[src/inc/pwm_gen_pkg.sv]
package pwm_gen_pkg;
    localparam int CNT_W = 32;
    localparam int RPT_W = 8;
    localparam int MODE_W = 2;
    // mode field encodings
    localparam logic [1:0] MODE_OFF = 2'h0;
    localparam logic [1:0] MODE_ONESHOT = 2'h1;
    localparam logic [1:0] MODE_CONT = 2'h2;
    // reset values
    localparam logic [CNT_W-1:0] PERIOD_RST = 32'h0000_0000;
    localparam logic [CNT_W-1:0] PHASE_RST = 32'h0000_0000;
    localparam logic [RPT_W-1:0] RPT_RST = 8'h00;
    // input clock
    localparam int REF_CLK_KHZ = 40000;
    // shortest supported continuous period, in cycles
    localparam int MIN_CONT_PERIOD = 8;

    typedef struct packed {
        logic [1:0] mode;
        logic idleLevel;
        logic firstPhaseLevel;
        logic triggerEnable;
        logic trigFalling;
        logic irqEnable;
        logic freeRun;
    } pwm_cfg_t;

    typedef struct packed {
        logic irq;
        logic dmaEvent;
    } pwm_evt_t;
endpackage

[src/rtl/edge_sync.sv]
`timescale 1ns/1ps
// two-flop synchroniser plus selectable edge detector
module edge_sync (
    input wire logic ref_clk,
    input wire logic rst,
    input wire logic asyncIn,
    input wire logic fallingSel,
    output logic edgeSeen
);
    logic meta_ff;
    logic sync_ff;
    logic prev_ff;
    logic [1:0] warm_ff;

    // no edge until the pipe holds real pin samples, else an idle-high pin
    // looks like a rising edge just after reset
    always_ff @(posedge ref_clk or posedge rst) begin
        if (rst) begin
            warm_ff <= 2'h0;
        end else if (warm_ff != 2'h3) begin
            warm_ff <= warm_ff + 2'h1;
        end
    end

    // first flop feeds only the second
    always_ff @(posedge ref_clk or posedge rst) begin
        if (rst) begin
            meta_ff <= 1'b0;
            sync_ff <= 1'b0;
            prev_ff <= 1'b0;
        end else begin
            meta_ff <= asyncIn;
            sync_ff <= meta_ff;
            prev_ff <= sync_ff;
        end
    end

    // one-cycle strobe on the chosen transition
    assign edgeSeen = (warm_ff == 2'h3)
                      && (fallingSel ? (prev_ff & ~sync_ff) : (~prev_ff & sync_ff));
endmodule // edge_sync

[src/rtl/pwm_oneshot_continuous_gen.sv]
`timescale 1ns/1ps
// Functional notes
// - all counting runs on the single fixed reference clock, no PLL dependence.
// - while idle the output sits at the idle level.
// - first phase drives first-phase level for first_phase_len counts of period.
// - after first phase, output is complement of first-phase level.
// - zero first-phase length gives complement for whole period.
// - first-phase length at least period plus one gives first level throughout.
// - mode 1 is one-shot, producing repeat plus one periods.
// - start strobe begins operation with latest programmed parameters.
// - one-shot end raises gated interrupt, then idles until next start.
// - mode 0 disables at once, output to idle level.
// - vsync trigger input is synchronised before edge detection.
// - rising or falling vsync edge selectable as trigger.
// - with triggering in mode 1, start only arms; counting begins on next edge.
// - later edges ignored once burst begins; rearm needs another start.
// - mode 2 runs continuously, repeat count ignored.
// - each period start copies period and phase into shadows.
// - continuous mode interrupts each period after shadow copy.
// - continuous to one-shot runs repeat plus one periods then stops.
// - interrupts gated by interrupt-enable bit.
// - dma event pulses at same moments as interrupt.
// - suspend without free-run freezes; trigger during suspend is latched.
module pwm_oneshot_continuous_gen
    import pwm_gen_pkg::*;
#(
    parameter int CW = CNT_W,
    parameter int RW = RPT_W
) (
    input wire logic ref_clk,
    input wire logic rst,
    input wire pwm_cfg_t cfg,
    input wire logic startWr,
    input wire logic [CW-1:0] period_len,
    input wire logic [CW-1:0] first_phase_len,
    input wire logic [RW-1:0] repeat_count,
    input wire logic video_vsync_in,
    input wire logic emuSuspend,
    output logic wave_out,
    output pwm_evt_t evt,
    output logic running
);
    typedef enum logic [1:0] {S_IDLE, S_ARMED, S_RUN} state_t;

    state_t state_ff;
    logic [CW-1:0] perShadow_ff;
    logic [CW-1:0] phShadow_ff;
    logic [CW-1:0] cnt_ff;
    logic [RW-1:0] rptLeft_ff;
    logic trigPend_ff;
    logic wasCont_ff;
    logic edgeSeen;
    logic frozen;
    logic periodEnd;
    logic lastPeriod;
    logic [RW-1:0] rptNow;
    logic startOk;
    logic [CW:0] phWide;
    logic [CW:0] perWide;

    // synchronised, polarity-selected trigger
    edge_sync u_sync (
        .ref_clk(ref_clk),
        .rst(rst),
        .asyncIn(video_vsync_in),
        .fallingSel(cfg.trigFalling),
        .edgeSeen(edgeSeen)
    );

    assign frozen = emuSuspend & ~cfg.freeRun;
    assign periodEnd = (state_ff == S_RUN) && (cnt_ff >= perShadow_ff);
    // first one-shot cycle after continuous reads the count straight from the input
    assign rptNow = (wasCont_ff && cfg.mode == MODE_ONESHOT) ? repeat_count : rptLeft_ff;
    assign lastPeriod = (rptNow == '0);
    assign startOk = startWr && (cfg.mode != MODE_OFF);
    assign phWide = {1'b0, phShadow_ff};
    assign perWide = {1'b0, perShadow_ff} + {{CW{1'b0}}, 1'b1};

    // event capture stays alive in suspend; armed edge is held until consumed
    always_ff @(posedge ref_clk or posedge rst) begin
        if (rst) begin
            trigPend_ff <= 1'b0;
        end else if (cfg.mode == MODE_OFF || startOk) begin
            trigPend_ff <= 1'b0;
        end else if (state_ff == S_ARMED && edgeSeen) begin
            trigPend_ff <= 1'b1;
        end else if (!frozen) begin
            trigPend_ff <= 1'b0;
        end
    end

    // sequencing; mode 0 wins over everything
    always_ff @(posedge ref_clk or posedge rst) begin
        if (rst) begin
            state_ff <= S_IDLE;
        end else if (cfg.mode == MODE_OFF) begin
            state_ff <= S_IDLE;
        end else if (startOk) begin
            if (cfg.mode == MODE_ONESHOT && cfg.triggerEnable) begin
                state_ff <= S_ARMED;
            end else begin
                state_ff <= S_RUN;
            end
        end else if (!frozen) begin
            case (state_ff)
                S_ARMED: begin
                    if (edgeSeen || trigPend_ff) begin
                        state_ff <= S_RUN;
                    end
                end
                S_RUN: begin
                    if (periodEnd && cfg.mode == MODE_ONESHOT && lastPeriod) begin
                        state_ff <= S_IDLE;
                    end
                end
                default: begin
                    state_ff <= state_ff;
                end
            endcase
        end
    end

    // period counter and shadow capture at each period start
    always_ff @(posedge ref_clk or posedge rst) begin
        if (rst) begin
            cnt_ff <= '0;
            perShadow_ff <= PERIOD_RST;
            phShadow_ff <= PHASE_RST;
        end else if (startOk || (!frozen && state_ff == S_ARMED)
                     || (!frozen && periodEnd)) begin
            cnt_ff <= '0;
            perShadow_ff <= period_len;
            phShadow_ff <= first_phase_len;
        end else if (!frozen && state_ff == S_RUN) begin
            cnt_ff <= cnt_ff + 1'b1;
        end
    end

    // repeat counter; reloaded on entering one-shot from continuous
    always_ff @(posedge ref_clk or posedge rst) begin
        if (rst) begin
            rptLeft_ff <= RPT_RST;
            wasCont_ff <= 1'b0;
        end else if (startOk || state_ff != S_RUN) begin
            rptLeft_ff <= repeat_count;
            wasCont_ff <= (cfg.mode == MODE_CONT);
        end else if (!frozen) begin
            wasCont_ff <= (cfg.mode == MODE_CONT);
            if (periodEnd && cfg.mode == MODE_ONESHOT && !lastPeriod) begin
                rptLeft_ff <= rptNow - 1'b1;
            end else if (wasCont_ff && cfg.mode == MODE_ONESHOT) begin
                rptLeft_ff <= repeat_count;
            end
        end
    end

    // output pin; frozen holds the last level
    always_ff @(posedge ref_clk or posedge rst) begin
        if (rst) begin
            wave_out <= 1'b0;
        end else if (cfg.mode == MODE_OFF || state_ff != S_RUN) begin
            wave_out <= cfg.idleLevel;
        end else if (!frozen) begin
            // count compare against shadow phase covers both 0% and 100%
            if ({1'b0, cnt_ff} < phWide && {1'b0, cnt_ff} < perWide) begin
                wave_out <= cfg.firstPhaseLevel;
            end else begin
                wave_out <= ~cfg.firstPhaseLevel;
            end
        end
    end

    // single-cycle interrupt and dma strobe
    always_ff @(posedge ref_clk or posedge rst) begin
        if (rst) begin
            evt <= '0;
        end else begin
            evt.irq <= 1'b0;
            evt.dmaEvent <= 1'b0;
            if (!frozen && cfg.irqEnable && periodEnd && cfg.mode != MODE_OFF) begin
                if (cfg.mode == MODE_CONT || lastPeriod) begin
                    evt.irq <= 1'b1;
                    evt.dmaEvent <= 1'b1;
                end
            end
            // the copy made by a continuous start is flagged too
            if (!frozen && cfg.irqEnable && startOk && cfg.mode == MODE_CONT) begin
                evt.irq <= 1'b1;
                evt.dmaEvent <= 1'b1;
            end
        end
    end

    // status flop
    always_ff @(posedge ref_clk or posedge rst) begin
        if (rst) begin
            running <= 1'b0;
        end else begin
            running <= (state_ff == S_RUN);
        end
    end
endmodule // pwm_oneshot_continuous_gen

[config.mk]
export PLATFORM = sky130hd
export DESIGN_NAME = pwm_oneshot_continuous_gen
export DESIGN_NICKNAME = d
export VERILOG_FILES = /design/src/inc/pwm_gen_pkg.sv /design/src/rtl/edge_sync.sv /design/src/rtl/pwm_oneshot_continuous_gen.sv
export SDC_FILE = /design/constraint.sdc
export NUM_CORES = 1
export LEC_CHECK = 0
export BUFFER_PORTS_ARGS = -buffer_cell sky130_fd_sc_hd__buf_2
export CAP_MARGIN = 10
export CORE_MARGIN = 3
export CORE_UTILIZATION = 40
export CTS_CLUSTER_DIAMETER = 80
export DETAILED_ROUTE_END_ITERATION = 8
export PLACE_DENSITY_LB_ADDON = 0.1
export SETUP_SLACK_MARGIN = 0.3
export SYNTH_ARGS = -nofsm -noshare
export SYNTH_HDL_FRONTEND = slang
export SYNTH_SLANG_ARGS = --single-unit
export TNS_END_PERCENT = 30
[constraint.sdc]
create_clock -name ref_clk -period 3.9 [get_ports ref_clk]
set_input_delay 0.195 -clock ref_clk [delete_from_list [all_inputs] [get_ports ref_clk]]
set_output_delay 0.195 -clock ref_clk [all_outputs]
set_load 0.05 [all_outputs]
==> reports/results.tsv <==
metric	value	unit
run_status	complete, but fails checks	
violations	hold timing	
total_nets_final	1195	
netlist_instances	873	
pre_cts_ws	0.0592	ns
power_report.internal_total	2.73	mW
post-synth-top-count-cell	sky130_fd_sc_hd__dfrtp_1	
clock_tree.htree_level_count	4	
design_area	10100	um2
timing.fmax	270	MHz
final.setup.tns	0	ns
drt-total-wl	20800	um
maxSlewViolCount	0	
dominantRegCellSynth	sky130_fd_sc_hd__dfrtp_1	
average_size_of_a_mapped_cell	9.43	um2
critPathTopFamily	simple AND/OR/NAND/NOR gates	
numCtsBuffers	17	
tritoncts	yes	
cts_num_sinks	116	
areaGrowthSynthToFinish	22.8	%
startpoint_type	flip-flop	
yosys.area.top_type	sky130_fd_sc_hd__dfrtp_1	
num_antenna_cells	0	
leakage	4.78	nW
worstPathCellList	buf_4 -> ha_1 -> and3_4 -> and4_4 -> and3_4 -> nand4_1 -> nor3_2 -> xnor2_1 -> ha_1 -> nand4_1 -> or4_4 -> a211oi_2 -> o21ai_2 -> o311ai_2 -> xnor2_1 -> a21oi_1	
worst-setup-path-type	flip-flop to flip-flop	
finish.cell_count_without_fillers	1287	
grt_antenna_before_repair	0	
place_area	9060	um2
grt-ovfl-total	0	
pwrdens	383	nW/um2
reg_to_reg_endpoint	wave_out	
power	3.87	mW
grt_first_pass_wirelength	34500	um
synth-edff-count	0	
dp_hpwl	15200	um
required_time_at_the_worst_slack_endpoint	4.19	ns
die_h	149	um
final_worst_path_period_share	95.0	%
die_w	149	um
critical_path.slowest_cell	sky130_fd_sc_hd__or4_4	
register_area	2900	um2
setup_viol	0	
placed_cells	1216	
drt_iter0_markers	290	
total_of_max_cap_violations	0	
synthArstFlopShare	100	%
unrepaired_setup_endpoints_after_global_routing	yes	
drt-pass1-iter-count	5	
r2r_setup_slack	0.19	ns
fp-row-count	51	
routedWlPerCell	16.1	um
unique_cell_type_count_in_the_yosys_netlist	64	
postRouteAntennaNets	0	
cts.path.max_buffers	2	
gp_congestion	0.869	
ff2ff_path_depth	16	
tightest_slew	0.968	ns
power_switching	1.15	mW
synth-seq-area-share	35.3	%
vdd_ir_drop_max	0.257	mV
utilization	51.0	%
ys_ff_latch	116	
setup_slack	0.194	ns
sequentialPowerShare	37.4	%
hold_viol_final	1	
critical_path.n_buffers_inverters	1	
ys_warn_count	0	
grt_max_degree	74	
syn_nets	1059	
regToRegStartpoint	perShadow_ff[0]	
clock_tree.root_cell	sky130_fd_sc_hd__clkbuf_16	
fillCellCount	1848	
crit_path_max_fanout	6	
skew	0.0109	ns
via_count_of_the_first_global_routing_pass	6597	
critical_path_arrival	3.99	ns
drcViolationCount	0	
synth.top_cells.by_count	116 x sky130_fd_sc_hd__dfrtp_1, 101 x sky130_fd_sc_hd__ha_1, 87 x sky130_fd_sc_hd__nor2_1, 73 x sky130_fd_sc_hd__inv_1, 72 x sky130_fd_sc_hd__nand2_1	
yosys.area.top_type_share	35.3	%
io_pins	89	
clkLatencyLatePin	0.42	ns
drive_above_1_share	23.9	%
die_area	22300	um2
timing.hold.ws	-0.00171	ns
min_path_type	input pin to asynchronous set/reset pin	
combinational_share_of_power	21.4	%
critPathMaxStageDelay	0.60	ns
synth_area_leaders	sky130_fd_sc_hd__dfrtp_1 35%, sky130_fd_sc_hd__ha_1 15%, sky130_fd_sc_hd__mux2_2 7.8%, sky130_fd_sc_hd__xnor2_1 4.7%, sky130_fd_sc_hd__nor2_1 4.0%	
synth.cell_area	8230	um2
switching_share	29.6	%
share_clk_of_total_power	41.2	%
timing.slew.headroom	35.5	%
detail_route.vias_per_cell	5.19	
post-route-min-period	3.71	ns
globalRouteTotalUtil	19.4	%
crit_path_capture_type	flip-flop	
clk_transition_reported_paths	0.06	ns
start_util	41.5	%
routed-via-count	6683	
port_buffers	88	
floorplan.core_area	19800	um2
multi_input_comb_area	5040	um2
==> final cells by class <==
cell class                 count  share of cell area [%]
clock buffer                  18                    4.24
multi-input combinational    657                    49.9
tap                          265                    3.28
inverter                      73                    2.73
clock inverter                14                    1.61
sequential                   116                    28.7
timing repair buffer         144                    9.58
==> power groups by stage <==
stage	registers (mW)	clock network, mW	logic (mW)
floorplan	1.46	0	0.554
global placement	1.47	0	0.784
detailed placement	1.47	0	0.784
CTS	1.45	1.63	0.831
global route	1.47	1.69	0.950
finish	1.45	1.59	0.829
==> kinds of logic after synthesis <==
group | share of synthesized area, %
XOR/XNOR | 6.70
AO/OA/AOI/OAI | 10.6
flip-flops | 35.3
AND/OR/NAND/NOR | 16.8
multiplexers | 10.3
buffers and inverters | 4.97
adder cells (fa/ha/maj) | 15.3
==> worst max-delay path by stage <==
| stage | from | to | depth (start not counted) |
|---|---|---|---|
| 2_1_floorplan | perShadow_ff[2] | wave_out | 16 |
| 3_3_place_gp | perShadow_ff[0] | wave_out | 16 |
| 3_5_place_dp | perShadow_ff[0] | wave_out | 15 |
| 4_1_cts | perShadow_ff[1] | wave_out | 16 |
| 5_1_grt | perShadow_ff[1] | wave_out | 16 |
| 6_report | perShadow_ff[0] | wave_out | 16 |
==> cell usage in the layout (no fill, tap or decap), drive strengths merged, types with 4 or more instances in the layout <==
master         n
dfrtp        116
buf          116
ha           101
nor2          88
inv           73
nand2         72
mux2          67
a21oi         48
xnor2         44
o21ai         32
nand4         31
dlygate4sd3   28
nand3         25
xor2          19
clkbuf        18
nor3          13
a211oi        11
and4          10
nor2b          9
and3           9
clkinv         7
or3            6
mux2i          6
and2           5
o21a           4
clkinvlp       4
a2111oi        4
nor4           4
==> state kept, by name, indices dropped and copies added, names as in the netlist <==
name	count
trigPend_ff	1
u_sync.sync_ff	1
u_sync.meta_ff	1
u_sync.warm_ff	2
rptLeft_ff	8
running	1
wave_out	1
phShadow_ff	32
wasCont_ff	1
perShadow_ff	32
cnt_ff	32
evt	1
state_ff	2
u_sync.prev_ff	1
==> metal layers <==
| layer | GRT usage [%] | vias to the layer above | share of wire [%] |
|---|---|---|---|
| li1 | - | 3382 | - |
| met1 | 27.8 | 3180 | 49 |
| met2 | 30.5 | 103 | 47 |
| met3 | 3.21 | 18 | 2.7 |
| met4 | 5.13 | 0 | 1.4 |
| met5 | 0 | - | 0 |
==> timing repair <==
action / in CTS / in global routing
hold buffers: 28 / 0
buffers inserted: 8 / 3
pin swaps: 10 / 4
hold endpoints to repair: 28 / 0
setup endpoints to repair: 1 / 1
gates resized for setup: 14 / 12
No activity file was read; power rests on OpenSTA's default activity.
